File: src/rtl/cdrcfg_pkg.sv
package cdrcfg_pkg;

	// Register offsets on the serial register port
	localparam logic [7:0] ADDR_LOOP_EDGE_BW = 8'h10;
	localparam logic [7:0] ADDR_LOOP_THR_SLEW = 8'h13;
	localparam logic [7:0] ADDR_SAMPLE_OFS = 8'h14;
	localparam logic [7:0] ADDR_DECISION_THR = 8'h15;
	localparam logic [7:0] ADDR_INPUT_STAGE = 8'h16;

	// Writable bit masks; reserved positions read zero
	localparam logic [7:0] MASK_LOOP_EDGE_BW = 8'h1F;
	localparam logic [7:0] MASK_LOOP_THR_SLEW = 8'h07;
	localparam logic [7:0] MASK_SAMPLE_OFS = 8'h0F;
	localparam logic [7:0] MASK_DECISION_THR = 8'hFF;
	localparam logic [7:0] MASK_INPUT_STAGE = 8'hFF;

	// Reset values
	localparam logic [7:0] RST_LOOP_EDGE_BW = 8'h04;
	localparam logic [7:0] RST_ZERO = 8'h00;

	// Field values
	localparam logic [1:0] EDGE_RISE = 2'h1;
	localparam logic [1:0] EDGE_FALL = 2'h2;
	localparam logic [1:0] STAGE_LIMAMP = 2'h0;
	localparam logic [1:0] STAGE_EQ = 2'h1;
	localparam logic [1:0] STAGE_BUF = 2'h2;
	localparam logic [6:0] THR_OFF = 7'h00;

	// Register index space
	localparam int NREG = 5;
	localparam logic [2:0] IDX_NONE = 3'h7;

	typedef enum logic [1:0]
	{
		CDRCFG_SEL_LIMAMP = 2'b00,
		CDRCFG_SEL_EQ = 2'b01,
		CDRCFG_SEL_BUF = 2'b10
	} cdrcfg_stage_t;

	// Decoded controls towards the analogue loop and front end
	typedef struct packed
	{
		logic rise_en;
		logic fall_en;
		logic [2:0] transfer_bw_scale;
		logic auto_threshold_enable;
		logic [1:0] dll_slew;
		logic signed [3:0] sample_phase;
		logic extended_range;
		logic [6:0] threshold;
		logic threshold_enable;
		logic term_float;
		cdrcfg_stage_t input_select;
		logic auto_equalizer_enable;
		logic [3:0] equalizer_gain;
		logic manual_gain_valid;
	} cdrcfg_ctrl_t;

endpackage

File: src/rtl/cdrcfg_decode.sv
// Turns raw register bytes into named front-end controls
module cdrcfg_decode (
	input wire logic ref_clk_i,
	input wire logic rst_i,
	input wire logic [7:0] edge_bw_i,
	input wire logic [7:0] thr_slew_i,
	input wire logic [7:0] sample_i,
	input wire logic [7:0] decision_i,
	input wire logic [7:0] stage_i,
	output cdrcfg_pkg::cdrcfg_ctrl_t ctrl_o
);

	cdrcfg_pkg::cdrcfg_ctrl_t ctrl_nxt;

	// Field decode
	always_comb
	begin
		ctrl_nxt = '0;
		ctrl_nxt.rise_en = (edge_bw_i[4:3] != cdrcfg_pkg::EDGE_FALL);
		ctrl_nxt.fall_en = (edge_bw_i[4:3] != cdrcfg_pkg::EDGE_RISE);
		ctrl_nxt.transfer_bw_scale = edge_bw_i[2:0];
		ctrl_nxt.auto_threshold_enable = thr_slew_i[2];
		ctrl_nxt.dll_slew = thr_slew_i[1:0];
		ctrl_nxt.sample_phase = signed'(sample_i[3:0]);
		ctrl_nxt.extended_range = decision_i[7];
		ctrl_nxt.threshold = decision_i[6:0];
		ctrl_nxt.threshold_enable = (decision_i[6:0] != cdrcfg_pkg::THR_OFF);
		ctrl_nxt.term_float = stage_i[7];
		// front end select; undefined code held at amplifier
		unique case (stage_i[6:5])
			cdrcfg_pkg::STAGE_LIMAMP: ctrl_nxt.input_select = cdrcfg_pkg::CDRCFG_SEL_LIMAMP;
			cdrcfg_pkg::STAGE_EQ: ctrl_nxt.input_select = cdrcfg_pkg::CDRCFG_SEL_EQ;
			cdrcfg_pkg::STAGE_BUF: ctrl_nxt.input_select = cdrcfg_pkg::CDRCFG_SEL_BUF;
			default: ctrl_nxt.input_select = cdrcfg_pkg::CDRCFG_SEL_LIMAMP;
		endcase
		ctrl_nxt.auto_equalizer_enable = stage_i[4];
		// manual gain applies only without adaptation
		ctrl_nxt.equalizer_gain = stage_i[3:0];
		ctrl_nxt.manual_gain_valid = ~stage_i[4];
	end

	// Registered controls keep glitches off the analogue side
	always_ff @(posedge ref_clk_i)
	begin
		if (rst_i)
			ctrl_o <= '0;
		else
			ctrl_o <= ctrl_nxt;
	end

endmodule

File: src/rtl/cdrcfg_regfile.sv
// Five byte registers with per-register writable masks
module cdrcfg_regfile #(
	parameter int NREG = 5
) (
	input wire logic ref_clk_i,
	input wire logic rst_i,
	input wire logic wr_en_i,
	input wire logic [2:0] wr_idx_i,
	input wire logic [7:0] wr_data_i,
	input wire logic [2:0] rd_idx_i,
	input wire logic [7:0] mask_i [NREG],
	input wire logic [7:0] rst_val_i [NREG],
	output logic [7:0] regs_o [NREG],
	output logic [7:0] rd_data_o
);

	genvar g;
	generate
		for (g = 0; g < NREG; g++)
		begin : g_reg
			// Masked store keeps reserved bits at zero
			always_ff @(posedge ref_clk_i)
			begin
				if (rst_i)
					regs_o[g] <= rst_val_i[g];
				else if (wr_en_i && wr_idx_i == 3'(g))
					regs_o[g] <= wr_data_i & mask_i[g];
			end
		end
	endgenerate

	// Registered read data; unmapped index reads zero
	always_ff @(posedge ref_clk_i)
	begin
		if (rst_i)
			rd_data_o <= 8'h00;
		else if (rd_idx_i < 3'(NREG))
			rd_data_o <= regs_o[rd_idx_i];
		else
			rd_data_o <= 8'h00;
	end

endmodule

File: src/rtl/cdrcfg_regs.sv
module cdrcfg_regs (
	input wire logic ref_clk_i,
	input wire logic rst_i,
	input wire logic wr_en_i,
	input wire logic rd_en_i,
	input wire logic [7:0] addr_i,
	input wire logic [7:0] wdata_i,
	output logic [7:0] rdata_o,
	output logic rvalid_o,
	output cdrcfg_pkg::cdrcfg_ctrl_t ctrl_o
);

	////////////////////////////////////////////////////////////////
	// Address decode

	// Maps a bus address to a register index, shared by read and write
	function automatic logic [2:0] addr_to_idx(input logic [7:0] a);
		unique case (a)
			cdrcfg_pkg::ADDR_LOOP_EDGE_BW: addr_to_idx = 3'h0;
			cdrcfg_pkg::ADDR_LOOP_THR_SLEW: addr_to_idx = 3'h1;
			cdrcfg_pkg::ADDR_SAMPLE_OFS: addr_to_idx = 3'h2;
			cdrcfg_pkg::ADDR_DECISION_THR: addr_to_idx = 3'h3;
			cdrcfg_pkg::ADDR_INPUT_STAGE: addr_to_idx = 3'h4;
			default: addr_to_idx = cdrcfg_pkg::IDX_NONE;
		endcase
	endfunction

	logic [2:0] idx;
	logic [7:0] masks [cdrcfg_pkg::NREG];
	logic [7:0] rst_vals [cdrcfg_pkg::NREG];
	logic [7:0] regs [cdrcfg_pkg::NREG];
	logic rvalid_r;

	assign idx = addr_to_idx(addr_i);

	assign masks[0] = cdrcfg_pkg::MASK_LOOP_EDGE_BW;
	assign masks[1] = cdrcfg_pkg::MASK_LOOP_THR_SLEW;
	assign masks[2] = cdrcfg_pkg::MASK_SAMPLE_OFS;
	assign masks[3] = cdrcfg_pkg::MASK_DECISION_THR;
	assign masks[4] = cdrcfg_pkg::MASK_INPUT_STAGE;

	assign rst_vals[0] = cdrcfg_pkg::RST_LOOP_EDGE_BW;
	assign rst_vals[1] = cdrcfg_pkg::RST_ZERO;
	assign rst_vals[2] = cdrcfg_pkg::RST_ZERO;
	assign rst_vals[3] = cdrcfg_pkg::RST_ZERO;
	assign rst_vals[4] = cdrcfg_pkg::RST_ZERO;

	////////////////////////////////////////////////////////////////
	// Storage and decode

	cdrcfg_regfile #(
		.NREG(cdrcfg_pkg::NREG)
	) u_file (
		.ref_clk_i(ref_clk_i),
		.rst_i(rst_i),
		.wr_en_i(wr_en_i),
		.wr_idx_i(idx),
		.wr_data_i(wdata_i),
		.rd_idx_i(idx),
		.mask_i(masks),
		.rst_val_i(rst_vals),
		.regs_o(regs),
		.rd_data_o(rdata_o)
	);

	cdrcfg_decode u_dec (
		.ref_clk_i(ref_clk_i),
		.rst_i(rst_i),
		.edge_bw_i(regs[0]),
		.thr_slew_i(regs[1]),
		.sample_i(regs[2]),
		.decision_i(regs[3]),
		.stage_i(regs[4]),
		.ctrl_o(ctrl_o)
	);

	// Read answer one cycle after the request, like the data
	always_ff @(posedge ref_clk_i)
	begin
		if (rst_i)
			rvalid_r <= 1'b0;
		else
			rvalid_r <= rd_en_i;
	end
	assign rvalid_o = rvalid_r;

	////////////////////////////////////////////////////////////////
	// Checks

	a_bw_reset: assert property (@(posedge ref_clk_i) $fell(rst_i) |-> ##1 ctrl_o.transfer_bw_scale == 3'h4)
		else $error("bandwidth scale not four after reset");
	a_edge_both: assert property (@(posedge ref_clk_i) disable iff (rst_i)
		(regs[0][4] == regs[0][3]) |=> (ctrl_o.rise_en && ctrl_o.fall_en))
		else $error("both-edge code did not enable both edges");
	a_edge_single: assert property (@(posedge ref_clk_i) disable iff (rst_i)
		(regs[0][4:3] == 2'h1) |=> (ctrl_o.rise_en && !ctrl_o.fall_en))
		else $error("rising-only code wrong");
	a_rsvd_zero: assert property (@(posedge ref_clk_i) disable iff (rst_i)
		(rd_en_i && addr_i == cdrcfg_pkg::ADDR_SAMPLE_OFS) |=> rdata_o[7:4] == 4'h0)
		else $error("reserved bits read nonzero");
	a_thr_off: assert property (@(posedge ref_clk_i) disable iff (rst_i)
		(regs[3][6:0] == 7'h00) |=> !ctrl_o.threshold_enable)
		else $error("zero threshold not disabled");
	// write reaches threshold mode in two cycles
	a_auto_thr: assert property (@(posedge ref_clk_i) disable iff (rst_i)
		(wr_en_i && addr_i == cdrcfg_pkg::ADDR_LOOP_THR_SLEW) |-> ##2 ctrl_o.auto_threshold_enable == $past(wdata_i[2], 2))
		else $error("auto threshold bit not applied");
	a_phase_wr: assert property (@(posedge ref_clk_i) disable iff (rst_i)
		(wr_en_i && addr_i == cdrcfg_pkg::ADDR_SAMPLE_OFS) |-> ##2 ctrl_o.sample_phase == $past(wdata_i[3:0], 2))
		else $error("sample phase not applied");
	a_stage_buf: assert property (@(posedge ref_clk_i) disable iff (rst_i)
		(regs[4][6:5] == 2'h2) |=> ctrl_o.input_select == cdrcfg_pkg::CDRCFG_SEL_BUF)
		else $error("buffer stage not selected");
	// manual gain validity is the inverse of adaptation bit
	a_eq_manual: assert property (@(posedge ref_clk_i) disable iff (rst_i)
		1'b1 |=> ctrl_o.manual_gain_valid != ctrl_o.auto_equalizer_enable)
		else $error("manual gain validity wrong");
	a_term: assert property (@(posedge ref_clk_i) disable iff (rst_i)
		1'b1 |=> ctrl_o.term_float == $past(regs[4][7]))
		else $error("termination float mismatch");

	c_write_stage: cover property (@(posedge ref_clk_i) wr_en_i && addr_i == cdrcfg_pkg::ADDR_INPUT_STAGE);
	c_read_thr: cover property (@(posedge ref_clk_i) rd_en_i && addr_i == cdrcfg_pkg::ADDR_DECISION_THR ##1 rvalid_o);
	c_ext_range: cover property (@(posedge ref_clk_i) ctrl_o.extended_range && ctrl_o.threshold_enable);

endmodule
File: config.mk
export PLATFORM = sky130hd
export DESIGN_NAME = cdrcfg_regs
export DESIGN_NICKNAME = d
export VERILOG_FILES = /design/src/rtl/cdrcfg_pkg.sv /design/src/rtl/cdrcfg_decode.sv /design/src/rtl/cdrcfg_regfile.sv /design/src/rtl/cdrcfg_regs.sv
export SDC_FILE = /design/constraint.sdc
export NUM_CORES = 1
export LEC_CHECK = 0
export BUFFER_PORTS_ARGS = -buffer_cell sky130_fd_sc_hd__buf_4
export CAP_MARGIN = 20
export CELL_PAD_IN_SITES_DETAIL_PLACEMENT = 1
export CELL_PAD_IN_SITES_GLOBAL_PLACEMENT = 2
export CORE_MARGIN = 4
export CORE_UTILIZATION = 29
export DETAILED_ROUTE_END_ITERATION = 6
export HOLD_SLACK_MARGIN = 0.03
export PLACE_DENSITY = 0.87
export SLEW_MARGIN = 20
export SYNTH_ARGS = -nofsm -noshare
export SYNTH_HDL_FRONTEND = slang
export SYNTH_SLANG_ARGS = --single-unit
File: constraint.sdc
create_clock -name ref_clk_i -period 1.2 [get_ports ref_clk_i]
set_clock_uncertainty 0.05 [all_clocks]
set_input_delay 0.06 -clock ref_clk_i [delete_from_list [all_inputs] [get_ports ref_clk_i]]
set_output_delay 0.06 -clock ref_clk_i [all_outputs]
set_load 0.1 [all_outputs]
==> flow_summary.ini, run 1 <==
[final_layout]
stdcell_area_mm2 = 0.003468
final_nets = 352
final_layout_size_suffix_gt1_share_pct = 31.45
finish.utilization_pct = 42.42
nFillCells = 949
layout_common_cells = buf_4 (78), dfxtp_1 (66), nor2b_1 (32)
n_antenna_cell = 0
regArea_mm2 = 0.001343
final_cell_count_no_fill = 442
final_common_cell = buf_4
area_growth_syn_to_layout_pct = 43.40
multi_input_area_mm2 = 0.001035

[pwr]
combPwrFrac_pct = 8.3
internal-power_mw = 3.405
powerDensity_mw_per_mm2 = 1285
total_power_mw = 4.458
p_switching_mw = 1.053
swShare_pct = 23.63
p_leak_nw = 1.407
p_clk_share_pct = 41.5
p_seq_share_pct = 50.2
vdd_drop_max_v = 0.0004173

[timing]
fin_ws_ns = 0.02338
setup-tns-final_ns = 0
worst_pin_slew_ns = 0.4168
slew_violations = 0
layout_min_cycle_time_ns = 1.177
slew_headroom_pct = 71.96
max_freq_mhz = 849.9
finalCritPeriodShare_pct = 98.05
hold_ws_ns = 0.04095
hold_viol = 0
setup_viol = 0
rsz0062_at_grt = true

[grt]
grt_use_met3_pct = 4.348
antenna_found_initial = 0
grt_pass1_vias = 2170
top_usage_layer = met2
met1_usage_pct = 17.59
grtUsageMet2_pct = 26.03
grt-ovfl-total = 0
grt_max_degree = 31
grt_use_total_pct = 14.87
grt_first_pass_wirelength_um = 11310

[placed_design]
place.gp.congestion = 0.8343
post-place-cells = 419
dpl_cell_area_mm2 = 0.003172
dp.final_hpwl_um = 5113
io_buffers = 58
pre_cts_slack_ns = -0.3739

[min_path]
hold_class = in2reg
hold_depth = 2

[logic_synthesis]
syn_nets = 263
synth_edf_count = 0
synth_top_area_cell = dfxtp_1
syn_area_mm2 = 0.002419
netlist_instances = 243
netlist.area_leader.share_pct = 55.46
synth-seq-area-share_pct = 55.46
async_reset_ff_share_pct = 0
synth_cell_types = 36
synth_area_leaders = dfxtp_1 (55%), nor2b_1 (8.3%), o21ai_0 (5.2%), nand2_1 (2.5%), nand2b_1 (2.3%)
yosysWarningCount = 0
ys.flop_type = dfxtp_1
postSynthAreaPerCell_um2 = 9.953
ys_ff_latch = 67

[floorplanning]
fp.dieW_um = 99.33
die_area_mm2 = 0.009865
core-area_mm2 = 0.008175
die_h_um = 99.33
ios = 59
start_util_pct = 29.58
rows = 33

[clock_tree]
htreeDepth = 3
numCtsBuffers = 9
path_clk_slew_ns = 0.07
tritoncts = done
cts_root_buf = clkbuf_8
cts_sinks = 67
clock_path_buffers = 2
clock_latency_ns = 0.34
cts_setup_buffers = 0

[critical_path]
crit_required_ns = 1.38
critPathMaxFanout = 3
worstRegToRegCells = 2
cp.arrival_ns = 1.36
critPathKind = in2reg
start_kind = primary input
end_kind = register

[drt]
viasPerCell = 4.692
first_pass_iters = 4
drtIter0Drc = 54
ant_nets = 0
avgRoutedWirePerCell_um = 16.06
drc = 0
via_count = 2074
wl_um = 7099

[status]
outcome = completed

[run]
cap_violations = 0
[repair_timing]
item	CTS	global route
gates resized for setup	1	9
endpoints found under the hold margin	11	0
pin swaps	0	2
hold buffers	7	0
endpoints found under the setup margin	2	7
[cell families (layout without fill, tap and decap cells)]
kind of cell	after synthesis	count (layout)	synth area share (%)
muxes	5	5	2.069
AOI/OAI and AO/OA	56	56	14.95
DFF	67	67	55.46
and+or+nand+nor	97	97	24.26
buffers and inverters	17	111	2.897
xor gates and xnor gates	1	1	0.3622
[routing by layer]
layer	part of all wire [%]	wire, um
met1	42	2961
met5	0	0
met3	4.3	306
met4	2.0	141
met2	52	3691
[registers in the layout (all words and copies together), names as in the netlist]
signal,cells
rvalid_o,1
u_dec.ctrl_o,30
u_file.rd_data_o,8
u_file.regs_o,28
[worst max-delay path: stages]
cell	delay, ns
buf_6	0.10
or3_4	0.39
buf_6	0.14
nor3_4	0.24
buf_6	0.14
mux2i_2	0.21
nor2_1	0.07
[power groups by stage]
stage | combinational [mW] | sequential [mW] | clock [mW]
global route | 0.394 | 2.24 | 1.99
detailed placement | 0.343 | 2.29 | 0
global placement | 0.339 | 2.29 | 0
finish | 0.369 | 2.24 | 1.85
CTS | 0.365 | 2.24 | 1.88
floorplan | 0.103 | 2.36 | 0
[path summary, 6_finish.rpt]
check / from / endpoint / slack (ns)
setup / recovery: addr_i[7] / u_file.regs_o[6] / 0.02
hold / removal: rst_i / u_file.regs_o[25] / 0.04
setup reg to reg: u_file.regs_o[11] / u_dec.ctrl_o[9] / 0.10
hold reg to reg: u_file.regs_o[35] / u_dec.ctrl_o[28] / 0.39
[cell type report]
cell class	count	share of cell area, %
flip-flops and latches	67	38.71
multi-input cells	159	29.83
repair buffers	92	21.93
clock buffers	14	4.401
well taps	105	3.788
clock inverters	2	1.010
inverters	3	0.3247
[synth_stat cells, drive strengths merged (2+ instances only)]
cell	number
a32o	3
nor3b	5
dfxtp	67
a32oi	4
nor2	13
nand4	2
o21ai	25
nand2	16
mux2i	5
a22o	3
nand2b	9
o31ai	7
nand3	4
nor2b	32
a21oi	8
nand3b	2
inv	3
nor3	3
buf	4
nand4b	2
nor4	3
a22oi	3
clkbuf	10
No activity file was read; power rests on OpenSTA's default activity.
==> run 2, diff against run 1 <==
Settings changed: ABC_AREA from default to 1, CORE_UTILIZATION 29 to 30, PLACE_DENSITY 0.87 to 0.9.
Clock period 1.2 ns to 1.13 ns, I/O delays scaled along.
==> flow_summary.ini, run 2 <==
[timing]
layout_min_cycle_time_ns = 1.084
slew_headroom_pct = 71.79
setup-tns-final_ns = 0
finalCritPeriodShare_pct = 95.97
worst_pin_slew_ns = 0.4215
setup_viol = 0
slew_violations = 0
max_freq_mhz = 922.1
hold_viol = 0

[logic_synthesis]
synth_top_area_cell = dfxtp_1
yosysWarningCount = 0
ys_ff_latch = 67
synth_cell_types = 25
async_reset_ff_share_pct = 0
postSynthAreaPerCell_um2 = 8.056
syn_area_mm2 = 0.002425
netlist_instances = 301
syn_nets = 321
synth_area_leaders = dfxtp_1 (55%), nor2_1 (7.4%), inv_1 (6.5%), nand2_1 (5.7%), a21oi_1 (5.4%)
synth.most_common_cell = dfxtp_1
ys_top_cells_by_count = dfxtp_1 (67), nor2_1 (48), inv_1 (42), nand2_1 (37), a21oi_1 (26)
synth_edf_count = 0
netlist.area_leader.share_pct = 55.31
synth-seq-area-share_pct = 55.31
ys.flop_type = dfxtp_1

[clock_tree]
cts_root_buf = clkbuf_8
path_clk_slew_ns = 0.07
clock_path_buffers = 2
clock_latency_ns = 0.34
htreeDepth = 3
cts_sinks = 67
numCtsBuffers = 9
tritoncts = done

[final_layout]
final_common_cell = buf_4
reg_top3 = u_dec.ctrl_o (30), u_file.regs_o (28), u_file.rd_data_o (8)
area_growth_syn_to_layout_pct = 43.81
finish.utilization_pct = 44.66
n_antenna_cell = 0
stdcell_area_mm2 = 0.003487
final_layout_size_suffix_gt1_share_pct = 30.22
largest_register = u_dec.ctrl_o
largest_register_ffs = 30
layout_common_cells = buf_4 (88), dfxtp_1 (67), nor2_1 (48)
final_cell_count_no_fill = 509
final_nets = 422

[min_path]
hold_class = in2reg
hold_depth = 5

[pwr]
powerDensity_mw_per_mm2 = 1357
vdd_drop_max_v = 0.0008751
total_power_mw = 4.731
p_leak_nw = 1.521

[floorplanning]
fp.dieW_um = 97.91
ios = 59
core-area_mm2 = 0.007807
rows = 32
start_util_pct = 31.06
die_area_mm2 = 0.009585
die_h_um = 97.91

[critical_path]
cp.arrival_ns = 1.26
worstRegToRegCells = 6
critPathKind = in2reg
end_kind = register
crit_required_ns = 1.30
start_kind = primary input
critPathMaxFanout = 6

[grt]
grt_use_total_pct = 14.88
antenna_found_initial = 0
grt_first_pass_wirelength_um = 11360
grt-ovfl-total = 0
grt_max_degree = 26
grt_pass1_vias = 2401

[placed_design]
dp.final_hpwl_um = 5142
io_buffers = 58
place.gp.congestion = 0.7929
dpl_cell_area_mm2 = 0.003156
post-place-cells = 480

[drt]
wl_um = 6870
via_count = 2270
viasPerCell = 4.460
ant_nets = 0
first_pass_iters = 4
avgRoutedWirePerCell_um = 13.50
drtIter0Drc = 78
drc = 0

[status]
outcome = completed

[run]
cap_violations = 0
run 2: final cells by class:
type                    instances  area [um2]
flip-flops and latches         67        1341
fillers                       952        4320
multi-input cells             181       889.6
clock buffers                   9       123.9
well taps                     102       127.6
clock inverters                 7       75.07
inverters                      45       168.9
repair buffers                 98       760.7
run 2: cells by family after synthesis:
kind of cell	Yosys count	share of synthesized area [%]
AOI/OAI and AO/OA	53	11.66
buffers and inverters	53	8.411
DFF	67	55.31
and+or+nand+nor	128	24.61
run 2: layer usage:
layer | GRT usage (%) | wire length (um) | vias up
li1 | - | - | 1166
met1 | 17.42 | 2949 | 1053
met2 | 25.86 | 3487 | 45
met3 | 4.643 | 351 | 6
met4 | 4.792 | 81 | 0
met5 | 0 | 0 | -
run 2: what timing repair did:
action	4_1_cts	5_1_grt
buffers inserted	0	3
setup endpoints to repair	0	17
hold buffers	10	0
endpoints found under the hold margin	28	0
gates resized for setup	0	4
run 2: through the flow:
| stage | hold slack [ns] | setup WS, ns |
|---|---|---|
| floorplan | 0.1135 | 0.01263 |
| global placement | 0.2112 | -0.2575 |
| detailed placement | 0.2259 | -0.3043 |
| CTS | 0.1046 | 0.02963 |
| global route | 0.1240 | -0.01286 |
| finish | 0.1178 | 0.04556 |
run 2: worst max-delay path, cell delays in order:
cell,delay [ns]
buf_4,0.11
nor2_1,0.17
nand2_2,0.13
nor3_2,0.19
nand2_2,0.16
buf_4,0.18
nor3_1,0.17
nor2_1,0.09
run 2: final timing paths:
kind              slack [ns]             start                   to
setup / recovery        0.05         addr_i[5]     u_file.regs_o[8]
hold / removal          0.12           wr_en_i    u_file.regs_o[26]
setup reg to reg        0.11  u_file.regs_o[8]  u_file.rd_data_o[0]
hold reg to reg         0.36  u_file.regs_o[4]      u_dec.ctrl_o[0]
run 2: power breakdown:
part	internal, mW	switching [mW]	leakage (nW)
clock	1.03	0.965	0.0923
combinational	0.135	0.226	0.887
sequential	2.37	0.00395	0.541
total	3.54	1.20	1.52
